[src/shared_pin_gpio_regs.vh]
`ifndef SHARED_PIN_GPIO_REGS_VH
`define SHARED_PIN_GPIO_REGS_VH

// data-space addresses of the six registers
`define ADDR_PIN_SELECT_CTRL_A 16'h7090
`define ADDR_PIN_SELECT_CTRL_B 16'h7092
`define ADDR_PORT_A_VALUE_DIR 16'h7098
`define ADDR_PORT_B_VALUE_DIR 16'h709A
`define ADDR_PORT_C_VALUE_DIR 16'h709C
`define ADDR_PORT_D_VALUE_DIR 16'h709E

// register decode codes
`define SEL_NONE 3'h0
`define SEL_CTRL_A 3'h1
`define SEL_CTRL_B 3'h2
`define SEL_PORT_A 3'h4
`define SEL_PORT_B 3'h5
`define SEL_PORT_C 3'h6
`define SEL_PORT_D 3'h7

// field positions inside a port register
`define PORT_DATA_LSB 0
`define PORT_DATA_MSB 7
`define PORT_DIR_LSB 8
`define PORT_DIR_MSB 15

// pin index bases in the flat 32-pin vectors
`define PIN_BASE_A 0
`define PIN_BASE_B 8
`define PIN_BASE_C 16
`define PIN_BASE_D 24

// select bits of control b whose 1 means general-purpose I/O
`define CTRL_B_INVERTED_MASK 16'h0103
// implemented bits of control b (port c, port d pins 0 and 1)
`define CTRL_B_IMPL_MASK 16'h03FF
// port d pins that have a select bit
`define PORT_D_SHARED_MASK 8'h03

// reset values
`define RESET_CTRL_A 16'h0000
`define RESET_CTRL_B 16'h0000
`define RESET_PORT_DATA 8'h00
`define RESET_PORT_DIR 8'h00

`endif

[src/gpio_pin_cell.v]
`timescale 1ns/10ps
// one pad: selects between peripheral and general-purpose drive, all outputs registered
module gpio_pin_cell (
  input wire mclk,
  input wire nrst,
  input wire present,
  input wire primary_sel,
  input wire dir_out,
  input wire data_out,
  input wire periph_out,
  input wire periph_oe,
  input wire pin_in,
  output reg pin_out,
  output reg pin_oe,
  output reg periph_in
);

  reg next_pin_out;
  reg next_pin_oe;
  reg next_periph_in;

  // absent pads never drive; the peripheral only sees the pad while it owns it
  always @* begin
    next_pin_out = 1'b0;
    next_pin_oe = 1'b0;
    next_periph_in = 1'b0;
    if (present) begin
      if (primary_sel) begin
        next_pin_out = periph_out;
        next_pin_oe = periph_oe;
        next_periph_in = pin_in;
      end else begin
        next_pin_oe = dir_out;
        next_pin_out = data_out & dir_out;
      end
    end
  end

  // registered pad drive
  always @(posedge mclk or negedge nrst) begin
    if (!nrst) begin
      pin_out <= 1'b0;
      pin_oe <= 1'b0;
      periph_in <= 1'b0;
    end else begin
      pin_out <= next_pin_out;
      pin_oe <= next_pin_oe;
      periph_in <= next_periph_in;
    end
  end

endmodule

[src/shared_pin_gpio_mux.v]
// Function
// - A shared pin carries its peripheral when its select bit is 1 and general-purpose I/O when it is 0, except control b bits 0, 1 and 8.
// - In I/O mode a direction bit of 0 makes the pin an input and 1 makes it a driven output.
// - For an output pin, writing its data bit sets the level driven on the pin.
// - For an input pin, reading its data bit returns the level present on the pin.
// - Data and direction bits act on the pin only in I/O mode; otherwise the peripheral owns it.
// - Control register a sits at 7090h with port a selects in bits 0-7 and port b in 8-15; control b at 7092h.
// - The port a, b, c and d data-and-direction registers sit at 7098h, 709Ah, 709Ch and 709Eh.
// - In a port register bit n is the data of pin n and bit n+8 its direction.
// - Control b bits 0-7 select port c and bits 8-9 port d pins 0-1; bits 0, 1 and 8 mean I/O when 1.
// - All six registers are reached by processor reads and writes in the data space.
// - Port d pins 2-7 are always general-purpose I/O on the large package and absent on the small one.
`timescale 1ns/10ps
`include "shared_pin_gpio_regs.vh"

module shared_pin_gpio_mux #(
  parameter large_package = 1
) (
  input wire mclk,
  input wire nrst,
  input wire [15:0] ds_addr,
  input wire ds_wr,
  input wire ds_rd,
  input wire [15:0] ds_wdata,
  output reg [15:0] ds_rdata,
  input wire [31:0] pin_in,
  output wire [31:0] pin_out,
  output wire [31:0] pin_oe,
  input wire [31:0] periph_out,
  input wire [31:0] periph_oe,
  output wire [31:0] periph_in
);

  // register state
  reg [15:0] pin_select_ctrl_a;
  reg [15:0] pin_select_ctrl_b;
  wire [31:0] port_data;
  wire [31:0] port_dir;

  wire [31:0] present_mask;
  wire [31:0] primary_sel;
  wire [15:0] ctrl_b_effective;
  wire [2:0] wr_sel;
  wire [2:0] rd_sel;
  reg [15:0] next_rdata;

  // address decode, shared by the write and read paths
  function [2:0] decode_reg;
    input [15:0] addr;
    begin
      case (addr)
        `ADDR_PIN_SELECT_CTRL_A: decode_reg = `SEL_CTRL_A;
        `ADDR_PIN_SELECT_CTRL_B: decode_reg = `SEL_CTRL_B;
        `ADDR_PORT_A_VALUE_DIR: decode_reg = `SEL_PORT_A;
        `ADDR_PORT_B_VALUE_DIR: decode_reg = `SEL_PORT_B;
        `ADDR_PORT_C_VALUE_DIR: decode_reg = `SEL_PORT_C;
        `ADDR_PORT_D_VALUE_DIR: decode_reg = `SEL_PORT_D;
        default: decode_reg = `SEL_NONE;
      endcase
    end
  endfunction

  assign wr_sel = decode_reg(ds_addr);
  assign rd_sel = decode_reg(ds_addr);

  // small package has no port d pins 2-7 at all
  assign present_mask = (large_package != 0) ? 32'hFFFFFFFF : 32'h03FFFFFF;

  // control b with the three flag/branch/clock bits turned to primary-high sense
  assign ctrl_b_effective = (pin_select_ctrl_b ^ `CTRL_B_INVERTED_MASK) & `CTRL_B_IMPL_MASK;

  // per-pin primary selection; dedicated port d pins never have a peripheral
  assign primary_sel[15:0] = pin_select_ctrl_a;
  assign primary_sel[23:16] = ctrl_b_effective[7:0];
  assign primary_sel[31:24] = {6'h00, ctrl_b_effective[9:8]};

  // control register writes; unused control b bits are never stored
  always @(posedge mclk or negedge nrst) begin
    if (!nrst) begin
      pin_select_ctrl_a <= `RESET_CTRL_A;
      pin_select_ctrl_b <= `RESET_CTRL_B;
    end else if (ds_wr) begin
      if (wr_sel == `SEL_CTRL_A) begin
        pin_select_ctrl_a <= ds_wdata;
      end
      if (wr_sel == `SEL_CTRL_B) begin
        pin_select_ctrl_b <= ds_wdata & `CTRL_B_IMPL_MASK;
      end
    end
  end

  // port register writes, one slice per port; each slice owns its flops so no vector has two drivers
  genvar p;
  generate
    for (p = 0; p < 4; p = p + 1) begin : port_regs
      localparam integer port_code = `SEL_PORT_A + p;
      wire [7:0] slice_mask;
      reg [7:0] slice_data;
      reg [7:0] slice_dir;
      assign slice_mask = present_mask[p * 8 +: 8];
      assign port_data[p * 8 +: 8] = slice_data;
      assign port_dir[p * 8 +: 8] = slice_dir;
      always @(posedge mclk or negedge nrst) begin
        if (!nrst) begin
          slice_data <= `RESET_PORT_DATA;
          slice_dir <= `RESET_PORT_DIR;
        end else if (ds_wr && (wr_sel == port_code[2:0])) begin
          // data written while an input is kept, so it drives once the pin turns output
          slice_data <= ds_wdata[`PORT_DATA_MSB:`PORT_DATA_LSB] & slice_mask;
          slice_dir <= ds_wdata[`PORT_DIR_MSB:`PORT_DIR_LSB] & slice_mask;
        end
      end
    end
  endgenerate

  // value seen by a data read: pad level for inputs, latch for outputs
  wire [31:0] data_view;
  assign data_view = ((pin_in & ~port_dir) | (port_data & port_dir)) & present_mask;

  // read mux; unmapped addresses answer zero
  always @* begin
    next_rdata = 16'h0000;
    case (rd_sel)
      `SEL_CTRL_A: next_rdata = pin_select_ctrl_a;
      `SEL_CTRL_B: next_rdata = pin_select_ctrl_b;
      `SEL_PORT_A: next_rdata = {port_dir[7:0], data_view[7:0]};
      `SEL_PORT_B: next_rdata = {port_dir[15:8], data_view[15:8]};
      `SEL_PORT_C: next_rdata = {port_dir[23:16], data_view[23:16]};
      `SEL_PORT_D: next_rdata = {port_dir[31:24], data_view[31:24]};
      default: next_rdata = 16'h0000;
    endcase
  end

  // read data is held until the next read strobe
  always @(posedge mclk or negedge nrst) begin
    if (!nrst) begin
      ds_rdata <= 16'h0000;
    end else if (ds_rd) begin
      ds_rdata <= next_rdata;
    end
  end

  // one registered cell per pad
  genvar i;
  generate
    for (i = 0; i < 32; i = i + 1) begin : pads
      gpio_pin_cell u_cell (
        .mclk(mclk),
        .nrst(nrst),
        .present(present_mask[i]),
        .primary_sel(primary_sel[i]),
        .dir_out(port_dir[i]),
        .data_out(port_data[i]),
        .periph_out(periph_out[i]),
        .periph_oe(periph_oe[i]),
        .pin_in(pin_in[i]),
        .pin_out(pin_out[i]),
        .pin_oe(pin_oe[i]),
        .periph_in(periph_in[i])
      );
    end
  endgenerate

endmodule

[config.mk]
export PLATFORM = sky130hd
export DESIGN_NAME = shared_pin_gpio_mux
export DESIGN_NICKNAME = d
export VERILOG_FILES = /design/src/gpio_pin_cell.v /design/src/shared_pin_gpio_mux.v
export VERILOG_INCLUDE_DIRS = /design/src
export SDC_FILE = /design/constraint.sdc
export NUM_CORES = 1
export LEC_CHECK = 0
export ABC_AREA = 1
export BUFFER_PORTS_ARGS = -buffer_cell sky130_fd_sc_hd__buf_2
export CELL_PAD_IN_SITES_DETAIL_PLACEMENT = 1
export CELL_PAD_IN_SITES_GLOBAL_PLACEMENT = 1
export CORE_MARGIN = 5
export CORE_UTILIZATION = 38
export CTS_BUF_LIST = sky130_fd_sc_hd__clkbuf_4
export CTS_CLUSTER_DIAMETER = 100
export DETAILED_ROUTE_END_ITERATION = 12
export PLACE_DENSITY = 0.89
export SETUP_SLACK_MARGIN = 0.15
export SLEW_MARGIN = 20
export SYNTH_ARGS = -nofsm -noshare
export SYNTH_HDL_FRONTEND = slang
export SYNTH_SLANG_ARGS = --single-unit
export TNS_END_PERCENT = 1
[constraint.sdc]
create_clock -name mclk -period 1.2 [get_ports mclk]
set_input_delay 0 -clock mclk [delete_from_list [all_inputs] [get_ports mclk]]
set_output_delay 0 -clock mclk [all_outputs]
set_load 0.02 [all_outputs]
-- Yosys cells after proc, flatten, opt, wreduce, memory -nomap -nowiden
Index checks and enable logic that the tools add are counted.
- bits in writable memories: 0
- word-level logic and storage cells: 236
- bits in registers: 196
- memories: 0
- output and inout port bits: 112
- memory bits (read-only): 0
- input port bits: 132
- latch bits: 0
- divide/modulo/power cells: 0
- add/sub/neg operators: 0
- eq/ne operators: 12
- muxes and demuxes: 80
- bitwise gates (word level): 37
- shift operators: 0
- $mul: 0
- reductions and logical operators: 6
- $lt $le $gt $ge: 0
- operators by type and width (kind ; count):
    $eq A16 B15 Y1 const B ; 6
    $pmux W16 S6 ; 1
    $mux W1 ; 78
    $and A32 B32 Y32 ; 2
    $and A1 B1 Y1 ; 32
    $not A32 Y32 ; 1
    $or A32 B32 Y32 ; 1
    $pmux W3 S6 ; 1
    $eq A3 B3 Y1 const B ; 4
    $logic_and A1 B1 Y1 ; 4
    $reduce_and A2 Y1 ; 2
    $eq A3 B1 Y1 const B ; 1
    $eq A3 B2 Y1 const B ; 1
    $not A3 Y3 ; 1

-- Logic depth before layout (Yosys ltp)
Gate-level depths: netlist (run 1).
- word-level depth: 4
- mapped depth: 12

-- By module
From an unflattened synthesis (run 1), not the netlist that was laid out.
- cell total of the unflattened synthesis: 1053
- area, all modules: 9004.9 µm²
- by module, submodules not included (module ; times used ; cells each ; area an instance (µm²)):
    shared_pin_gpio_mux ; 1 ; 701 ; 5361.4
    gpio_pin_cell ; 32 ; 11 ; 113.9

-- Worst setup path before layout (run 1)
Ideal clock, no wire load.
- kind: input to register
- from: input port ds_addr[5]
- to: register pin_select_ctrl_a[8]
- cell stages on the path: 9
- library setup time: 0.121 ns
- arrival: 0.947 ns
- required time: 1.079 ns
- path buffers: 2
- setup slack: 0.132 ns
- path through: nor2_2 nand2_4 nor2_1 and2_1 buf_4 nand2_4 buf_4 nand2_1 o21ai_2
- longest elaborated chain between the ends: 4
- elaborated cells between the ends (all ways): 9
- those cells by class: 7 x eq/ne; 1 x mux; 1 x reduce/logical
- RTL lines (element ; line ; text):
    start, declared ; shared_pin_gpio_mux.v:21 ; input wire [15:0] ds_addr,
    $eq A16 B15 Y1 ; shared_pin_gpio_mux.v:51 ; case (addr)
    $pmux W3 S6 * ; shared_pin_gpio_mux.v:51 ;
    $eq A3 B1 Y1 * ; - ;
    $reduce_and A2 Y1 (no source line) * ; - ;
    end signal, assigned ; shared_pin_gpio_mux.v:80 ; pin_select_ctrl_a <= `RESET_CTRL_A;
    end signal, assigned ; shared_pin_gpio_mux.v:84 ; pin_select_ctrl_a <= ds_wdata;
    end, declared ; shared_pin_gpio_mux.v:35 ; reg [15:0] pin_select_ctrl_a;
Every way passes the cells marked *; elsewhere a longest branch is shown, timed or not.
A chain may end at the register's enable or synchronous reset.

-- Worst setup path in the final report (run 1)
- from: register port_regs[0].slice_dir[6]
- to: register ds_rdata[6]
- longest elaborated chain between the ends: 4
- elaborated cells between the ends (all ways): 5
- those cells by class: 1 x mux; 4 x bitwise
- RTL lines (element ; line ; text):
    start, declared ; shared_pin_gpio_mux.v:99 ; reg [7:0] slice_dir;
    start signal, assigned ; shared_pin_gpio_mux.v:106 ; slice_dir <= `RESET_PORT_DIR;
    start signal, assigned ; shared_pin_gpio_mux.v:110 ; slice_dir <= ds_wdata[`PORT_DIR_MSB:`PORT_DIR_LSB] & slice_mask;
    $not A32 Y32 ; shared_pin_gpio_mux.v:118 ; assign data_view = ((pin_in & ~port_dir) | (port_data & port_dir)) & present_mask;
    $and A32 B32 Y32 ; shared_pin_gpio_mux.v:118 ;
    $or A32 B32 Y32 * ; shared_pin_gpio_mux.v:118 ;
    $pmux W16 S6 * ; shared_pin_gpio_mux.v:123 ; case (rd_sel)
    end signal, assigned ; shared_pin_gpio_mux.v:139 ; ds_rdata <= next_rdata;
    end, declared ; shared_pin_gpio_mux.v:25 ; output reg [15:0] ds_rdata,
Marks and branches as above.

==> results of run 1 <==
-- state kept, by name, indices dropped and copies added (netlist names) --
signal / count
pin_select_ctrl_b: 10
port_regs.slice_data: 32
pin_select_ctrl_a: 16
port_regs.slice_dir: 32
pads.u_cell.pin_out: 32
pads.u_cell.periph_in: 26
ds_rdata: 16
pads.u_cell.pin_oe: 32
-- path summary, 6_finish.rpt --
path	start	endpoint	slack, ns
min in group asynchronous	nrst	pads[17].u_cell.pin_out$_DFF_PN0_	0.42
min	pin_in[31]	ds_rdata[7]$_DFFE_PN0P_	0.08
min reg2reg	port_regs[3].slice_dir[6]$_DFFE_PN0P_	pads[30].u_cell.pin_oe$_DFF_PN0_	0.45
max in group asynchronous	nrst	ds_rdata[1]$_DFFE_PN0P_	0.24
max reg2reg	port_regs[0].slice_dir[6]$_DFFE_PN0P_	ds_rdata[6]$_DFFE_PN0P_	-0.18
max	port_regs[0].slice_dir[6]$_DFFE_PN0P_	ds_rdata[6]$_DFFE_PN0P_	-0.18
-- logic make-up (layout without fill, tap and decap cells) --
| group | after synthesis | after routing | synth area share |
|---|---|---|---|
| compound gates | 148 | 148 | 0.0864 |
| buf+inv | 227 | 562 | 0.141 |
| other cells | 1 | 11 | 0.000416 |
| flops | 196 | 196 | 0.544 |
| mux | 26 | 26 | 0.0325 |
| simple gates | 419 | 419 | 0.195 |
-- stage by stage --
stage	utilization	area [um2]	std cells	total power, W	hold WS, ns
global route	0.547	12800	1680	0.0117	0.0620
floorplan	-	9040	1022	0.00696	-0.296
CTS	0.539	12600	1672	0.0113	0.0333
finish	0.547	12800	1681	0.0113	0.0792
detailed placement	0.449	10500	1527	0.00745	-0.0525
global placement	0.449	10500	1527	0.00742	-0.0458
-- critical path, cell delays in order, from the launching register on --
cell and delay, ns:
dfrtp_2 0.48, nand2_2 0.10, o21ai_2 0.06, buf_4 0.13, nand3_2 0.06, nand2_2 0.08, nor2_2 0.12, nand2_1 0.11
nand2_2 0.10, nand2_2 0.07
-- layer usage --
| layer | GRT usage | wire length (um) | vias to the layer above |
|---|---|---|---|
| li1 | - | - | 3783 |
| met1 | 0.316 | 13600 | 4210 |
| met2 | 0.470 | 18000 | 380 |
| met3 | 0.0474 | 2370 | 104 |
| met4 | 0.110 | 1510 | 0 |
| met5 | 0 | 0 | - |
-- cells in the mapped netlist --
master / instances / area, um2
nand2_1: 289 / 1080
dfrtp_1: 196 / 4900
buf_4: 99 / 743
inv_1: 95 / 357
nand3_1: 88 / 440
o21ai_0: 84 / 420
o21ai_1: 51 / 255
nor2_1: 30 / 113
mux2_2: 26 / 293
buf_2: 22 / 110
o21ai_2: 10 / 87.6
clkbuf_1: 7 / 26.3
nor2_4: 5 / 56.3
a21oi_1: 3 / 15.0
buf_6: 3 / 33.8
nand3_2: 3 / 30.0
nand2_4: 2 / 22.5
and2_1: 1 / 6.26
buf_1: 1 / 3.75
conb_1: 1 / 3.75
nor2_2: 1 / 6.26
-- final cells by class --
| class | count | area [um2] | share of cell area |
|---|---|---|---|
| repair buffers | 435 | 3850 | 0.301 |
| multi-input cells | 599 | 2990 | 0.234 |
| flip-flops and latches | 196 | 4910 | 0.384 |
| diodes | 5 | 12.5 | 0.000978 |
| inverters | 95 | 357 | 0.0279 |
| clock buffers | 17 | 128 | 0.00998 |
| well taps | 319 | 399 | 0.0312 |
| clock inverters | 15 | 145 | 0.0113 |
-- power breakdown --
group / total (W) / internal, W / switching [W]
clock: 0.00363 / 0.00109 / 0.00255
combinational: 0.00101 / 0.000484 / 0.000526
sequential: 0.00664 / 0.00663 / 0.0000109
total: 0.0113 / 0.00820 / 0.00308
-- repair_timing --
action	4_1_cts	5_1_grt
pin swaps	40	10
gates resized for setup	245	50
buffers inserted	14	4
hold buffers	99	0
hold endpoints to repair	380	0
cloned	0	0
setup endpoints to repair	122	180
==> qor.yml, run 1 <==
worst_setup_path:
  crit_path_max_fanout: 4
  worstRegToRegCells: 9
  path_class: "flip-flop to flip-flop"
  cp_data_arrival_time_ns: 1.88
  startpoint_type: "flip-flop"
  worstPathRequired_ns: 1.70
  cp-end-kind: "flip-flop"
synth:
  synth_seq_cells: 196
  synth_seq_area_share: 0.544
  yosysUniqueCellTypes: 21
  yosys_warnings: 0
  postSynthAreaPerCell_um2: 8.86
  syn_inst: 1017
  syn_area_um2: 9010
sta:
  worstMarginPinSlew_ns: 0.645
  drv_slew: 0
  post-route-period-util: 1.15
  finalHoldViolCount: 0
  timing.final.ws_setup_ns: -0.183
  setup_tns_ns: -1.06
  grt_setup_unrepaired: "true"
  slew_headroom: 0.570
  fin_crit_ns: 1.38
  setup_viol: 12
  timing.fmax_mhz: 723
  finalClockSkew_ns: 0.0267
die:
  rows: 56
  die_w_um: 164
  core_um2: 23400
  die_h_um: 164
  die_area_um2: 26900
  start_util: 0.385
  ios: 244
global_route:
  globalRouteTotalUtil: 0.265
  grt_pass1_wl_mm: 54.2
  grt_pass1_vias: 9432
  grt_max_degree: 60
  overflow: 0
  antenna_found_initial: 4
placement:
  hpwl_mm: 21.3
  place.gp.congestion: 0.839
  io_buffers: 225
  post-place-ws_ns: -0.270
detailed_routing:
  drtIter0Drc: 555
  via_count: 8477
  drc: 0
  wl_per_cell_um: 21.1
  wl_mm: 35.5
  routed_via_density: 5.04
  first_pass_iters: 5
  ant_nets: 0
clock_tree:
  cts_made_buffers: 17
  cts_tree: "done"
  cts_max_level: 4
  clk-insertion-delay-late_ns: 0.59
  cts_root_buf: "clkbuf_4"
  numClockSinks: 196
  clockBufferDepth: 2
  clk_pin_slew_ns: 0.18
power_and_ir_drop:
  peakVddDrop_uv: 603
  leakage_nw: 6.82
  powerDensity_nw_per_um2: 882
layout:
  area_growth_pct: 41.9
  drive_above_1_share: 0.338
  nNetsFinal: 1476
  final_cell_mix: "nand2_1 (267), dfrtp_1 (190), buf_6 (124)"
  num-fill-cells: 2730
  final_common_cell: "nand2_1"
status:
  violations: "setup timing"
  status: "complete, but fails checks"
hold_path:
  hp-class: "input pin to flip-flop"
  holdPathStages: 9
job:
  max_cap_violations: 0
Note: power is estimated with default switching activity, not from simulation.
==> inputs of run 2 (changes only) <==
--- a/config.mk
+++ b/config.mk
@@ -12,7 +12,6 @@
 export CELL_PAD_IN_SITES_GLOBAL_PLACEMENT = 1
 export CORE_MARGIN = 5
 export CORE_UTILIZATION = 38
-export CTS_BUF_LIST = sky130_fd_sc_hd__clkbuf_4
 export CTS_CLUSTER_DIAMETER = 100
 export DETAILED_ROUTE_END_ITERATION = 12
 export PLACE_DENSITY = 0.89
==> run 2 against run 1 <==
The run still ends with setup timing left. Non-clock buffer count increased by 1. Largest power group unchanged. Highest routed layer unchanged. Worst hold slack lost 0.073 ns. Critical path type unchanged. Die area unchanged. Via count is 1.1% lower. Core utilization shrank 1.4 points.
==> qor.yml, run 2 (synthesis gave the netlist of run 1 again) <==
status:
  status: "complete, but fails checks"
  violations: "setup timing"
detailed_routing:
  via_count: 8383  # -1.1%
  first_pass_iters: 5  # unchanged
  ant_nets: 0  # unchanged
  drc: 0  # unchanged
  wl_per_cell_um: 20.2  # -4.5%
  drtIter0Drc: 509  # -8.3%
  routed_via_density: 4.98  # -1.2%
  wl_mm: 33.9  # -4.4%
worst_setup_path:
  cp_data_arrival_time_ns: 1.68  # -0.20 ns
  worstRegToRegCells: 9  # unchanged
  r2r_end: "ds_rdata[1]$_DFFE_PN0P_"
  crit_path_start: "port_regs[1].slice_dir[1]$_DFFE_PN0P_"
  path_class: "flip-flop to flip-flop"
  crit_end: "ds_rdata[1]$_DFFE_PN0P_"
  worstPathRequired_ns: 1.52  # -0.18 ns
  startpoint_type: "flip-flop"
  ff2ff_setup_slack_ns: -0.17  # +0.02 ns
  crit_path_max_fanout: 4  # unchanged
  timing.rr.start: "port_regs[1].slice_dir[1]$_DFFE_PN0P_"
  cp-end-kind: "flip-flop"
clock_tree:
  clockBufferDepth: 2  # unchanged
  clk-insertion-delay-late_ns: 0.45  # -0.14 ns
  cts_made_buffers: 17  # unchanged
  numClockSinks: 196  # unchanged
  clk_pin_slew_ns: 0.08  # -0.10 ns
  cts_tree: "done"
  cts_root_buf: "clkbuf_16"
  cts_max_level: 4  # unchanged
global_route:
  globalRouteTotalUtil: 0.249  # -0.0153
  use_met2: 0.429  # -0.0411
  grt_pass1_wl_mm: 51.2  # -5.6%
  grt_busiest_layer: "met2"
  met3_usage: 0.0535  # +0.00602
  grt_max_degree: 60  # unchanged
  grtUsageMet1: 0.303  # -0.0124
  antenna_found_initial: 5  # +1
  overflow: 0  # unchanged
  grt_pass1_vias: 9261  # -1.8%
job:
  max_cap_violations: 0  # unchanged
placement:
  place.gp.congestion: 0.839  # unchanged
  io_buffers: 225  # unchanged
  placed_cells: 1527  # unchanged
  dpl_cell_area_um2: 10500  # unchanged
  hpwl_mm: 21.3  # unchanged
layout:
  finalInstanceArea_um2: 12500  # -2.6%
  final_cell_mix: "nand2_1 (268), buf_2 (220), dfrtp_1 (188)"
  drive_above_1_share: 0.343  # +0.00491
  num-fill-cells: 2772  # +1.5%
  final_common_cell: "nand2_1"
  area_growth_pct: 38.3
  stdcell_count: 1683  # +0.12%
  nNetsFinal: 1477  # +0.068%
sta:
  setup_viol: 11  # -1
  worstMarginPinSlew_ns: 0.616  # -0.0287 ns
  timing.fmax_mhz: 732  # +1.3%
  finalHoldViolCount: 0  # unchanged
  fin_crit_ns: 1.37  # -0.0180 ns
  slew_headroom: 0.589  # +0.0191
  grt_setup_unrepaired: "true"
  timing.final.ws_setup_ns: -0.165  # +0.0180 ns
  drv_slew: 0  # unchanged
  timing.hold.ws_ns: 0.00602  # -0.0731 ns
  finalClockSkew_ns: 0.0146  # -0.0120 ns
  post-route-period-util: 1.14  # -0.0150
hold_path:
  hp-class: "input pin to flip-flop"
power_and_ir_drop:
  peakVddDrop_uv: 928  # +54%
  p_total_w: 0.0134  # +19%
  powerDensity_nw_per_um2: 1080  # +22%
  leakage_nw: 6.89  # +0.94%
die:
  ios: 244  # unchanged
  rows: 56  # unchanged
  die_w_um: 164  # unchanged
  start_util: 0.385  # unchanged
  die_h_um: 164  # unchanged
  die_area_um2: 26900  # unchanged
  core_um2: 23400  # unchanged
run 2: final cells by class:
cell class | count | area (um2) | share of cell area
sequential | 196 | 4910 | 0.394
inverter | 95 | 357 | 0.0286
clock inverter | 14 | 141 | 0.0113
clock buffer | 18 | 439 | 0.0352
multi-input combinational | 599 | 3000 | 0.240
antenna | 6 | 15.0 | 0.00120
timing repair buffer | 436 | 3200 | 0.257
tap | 319 | 399 | 0.0320
run 2: worst min-delay path by stage:
stage,end,slack (ns),startpoint,cells after the start
after CTS,port_regs[0].slice_data[6]$_DFFE_PN0P_,0.01,ds_wdata[6],3
after global routing,pin_select_ctrl_a[6]$_DFFE_PN0P_,0.01,ds_wdata[6],3
after detailed placement,pads[16].u_cell.pin_out$_DFF_PN0_,-0.05,nrst,1
after global placement,pads[31].u_cell.pin_out$_DFF_PN0_,-0.05,nrst,1
after floorplan,ds_rdata[0]$_DFFE_PN0P_,-0.30,nrst,0
final,port_regs[0].slice_data[6]$_DFFE_PN0P_,0.006,ds_wdata[6],3
run 2: report_power, final:
group	internal [W]	total, W	switching [W]	leakage, nW
sequential	0.00662	0.00662	0.00000768	2.71
combinational	0.000453	0.000970	0.000517	3.90
clock	0.00299	0.00583	0.00284	0.278
total	0.0101	0.0134	0.00336	6.89
run 2: what timing repair did:
action / CTS / global route
hold buffers: 94 / 0
setup buffers: 21 / 3
resized for setup: 47 / 52
pin swaps: 42 / 16
setup endpoints to repair: 16 / 73
hold endpoints to repair: 346 / 0
run 2: critical path: stages, from the launching register on:
cell and delay, ns:
dfrtp_2 0.46, nand2_2 0.10, o21ai_2 0.06, buf_4 0.13, nand3_2 0.07, nand2_2 0.09
nor2_2 0.11, nand2_1 0.06, nand2_1 0.08, nand2_1 0.08
run 2: through the flow:
stage	TNS, ns	setup slack [ns]	utilization
2_1_floorplan	0	0.147	-
3_5_place_dp	-11.30	-0.270	0.449
6_report	-0.602	-0.165	0.533
3_3_place_gp	-3.70	-0.163	0.449
5_1_grt	-1.65	-0.221	0.532
4_1_cts	-0.266	-0.0526	0.526
run 2: per-layer routing:
metal	wire, um	vias to the layer above
met5	0	-
met4	1350	0
met1	13600	4200
met3	1980	88
li1	-	3788
met2	17000	307
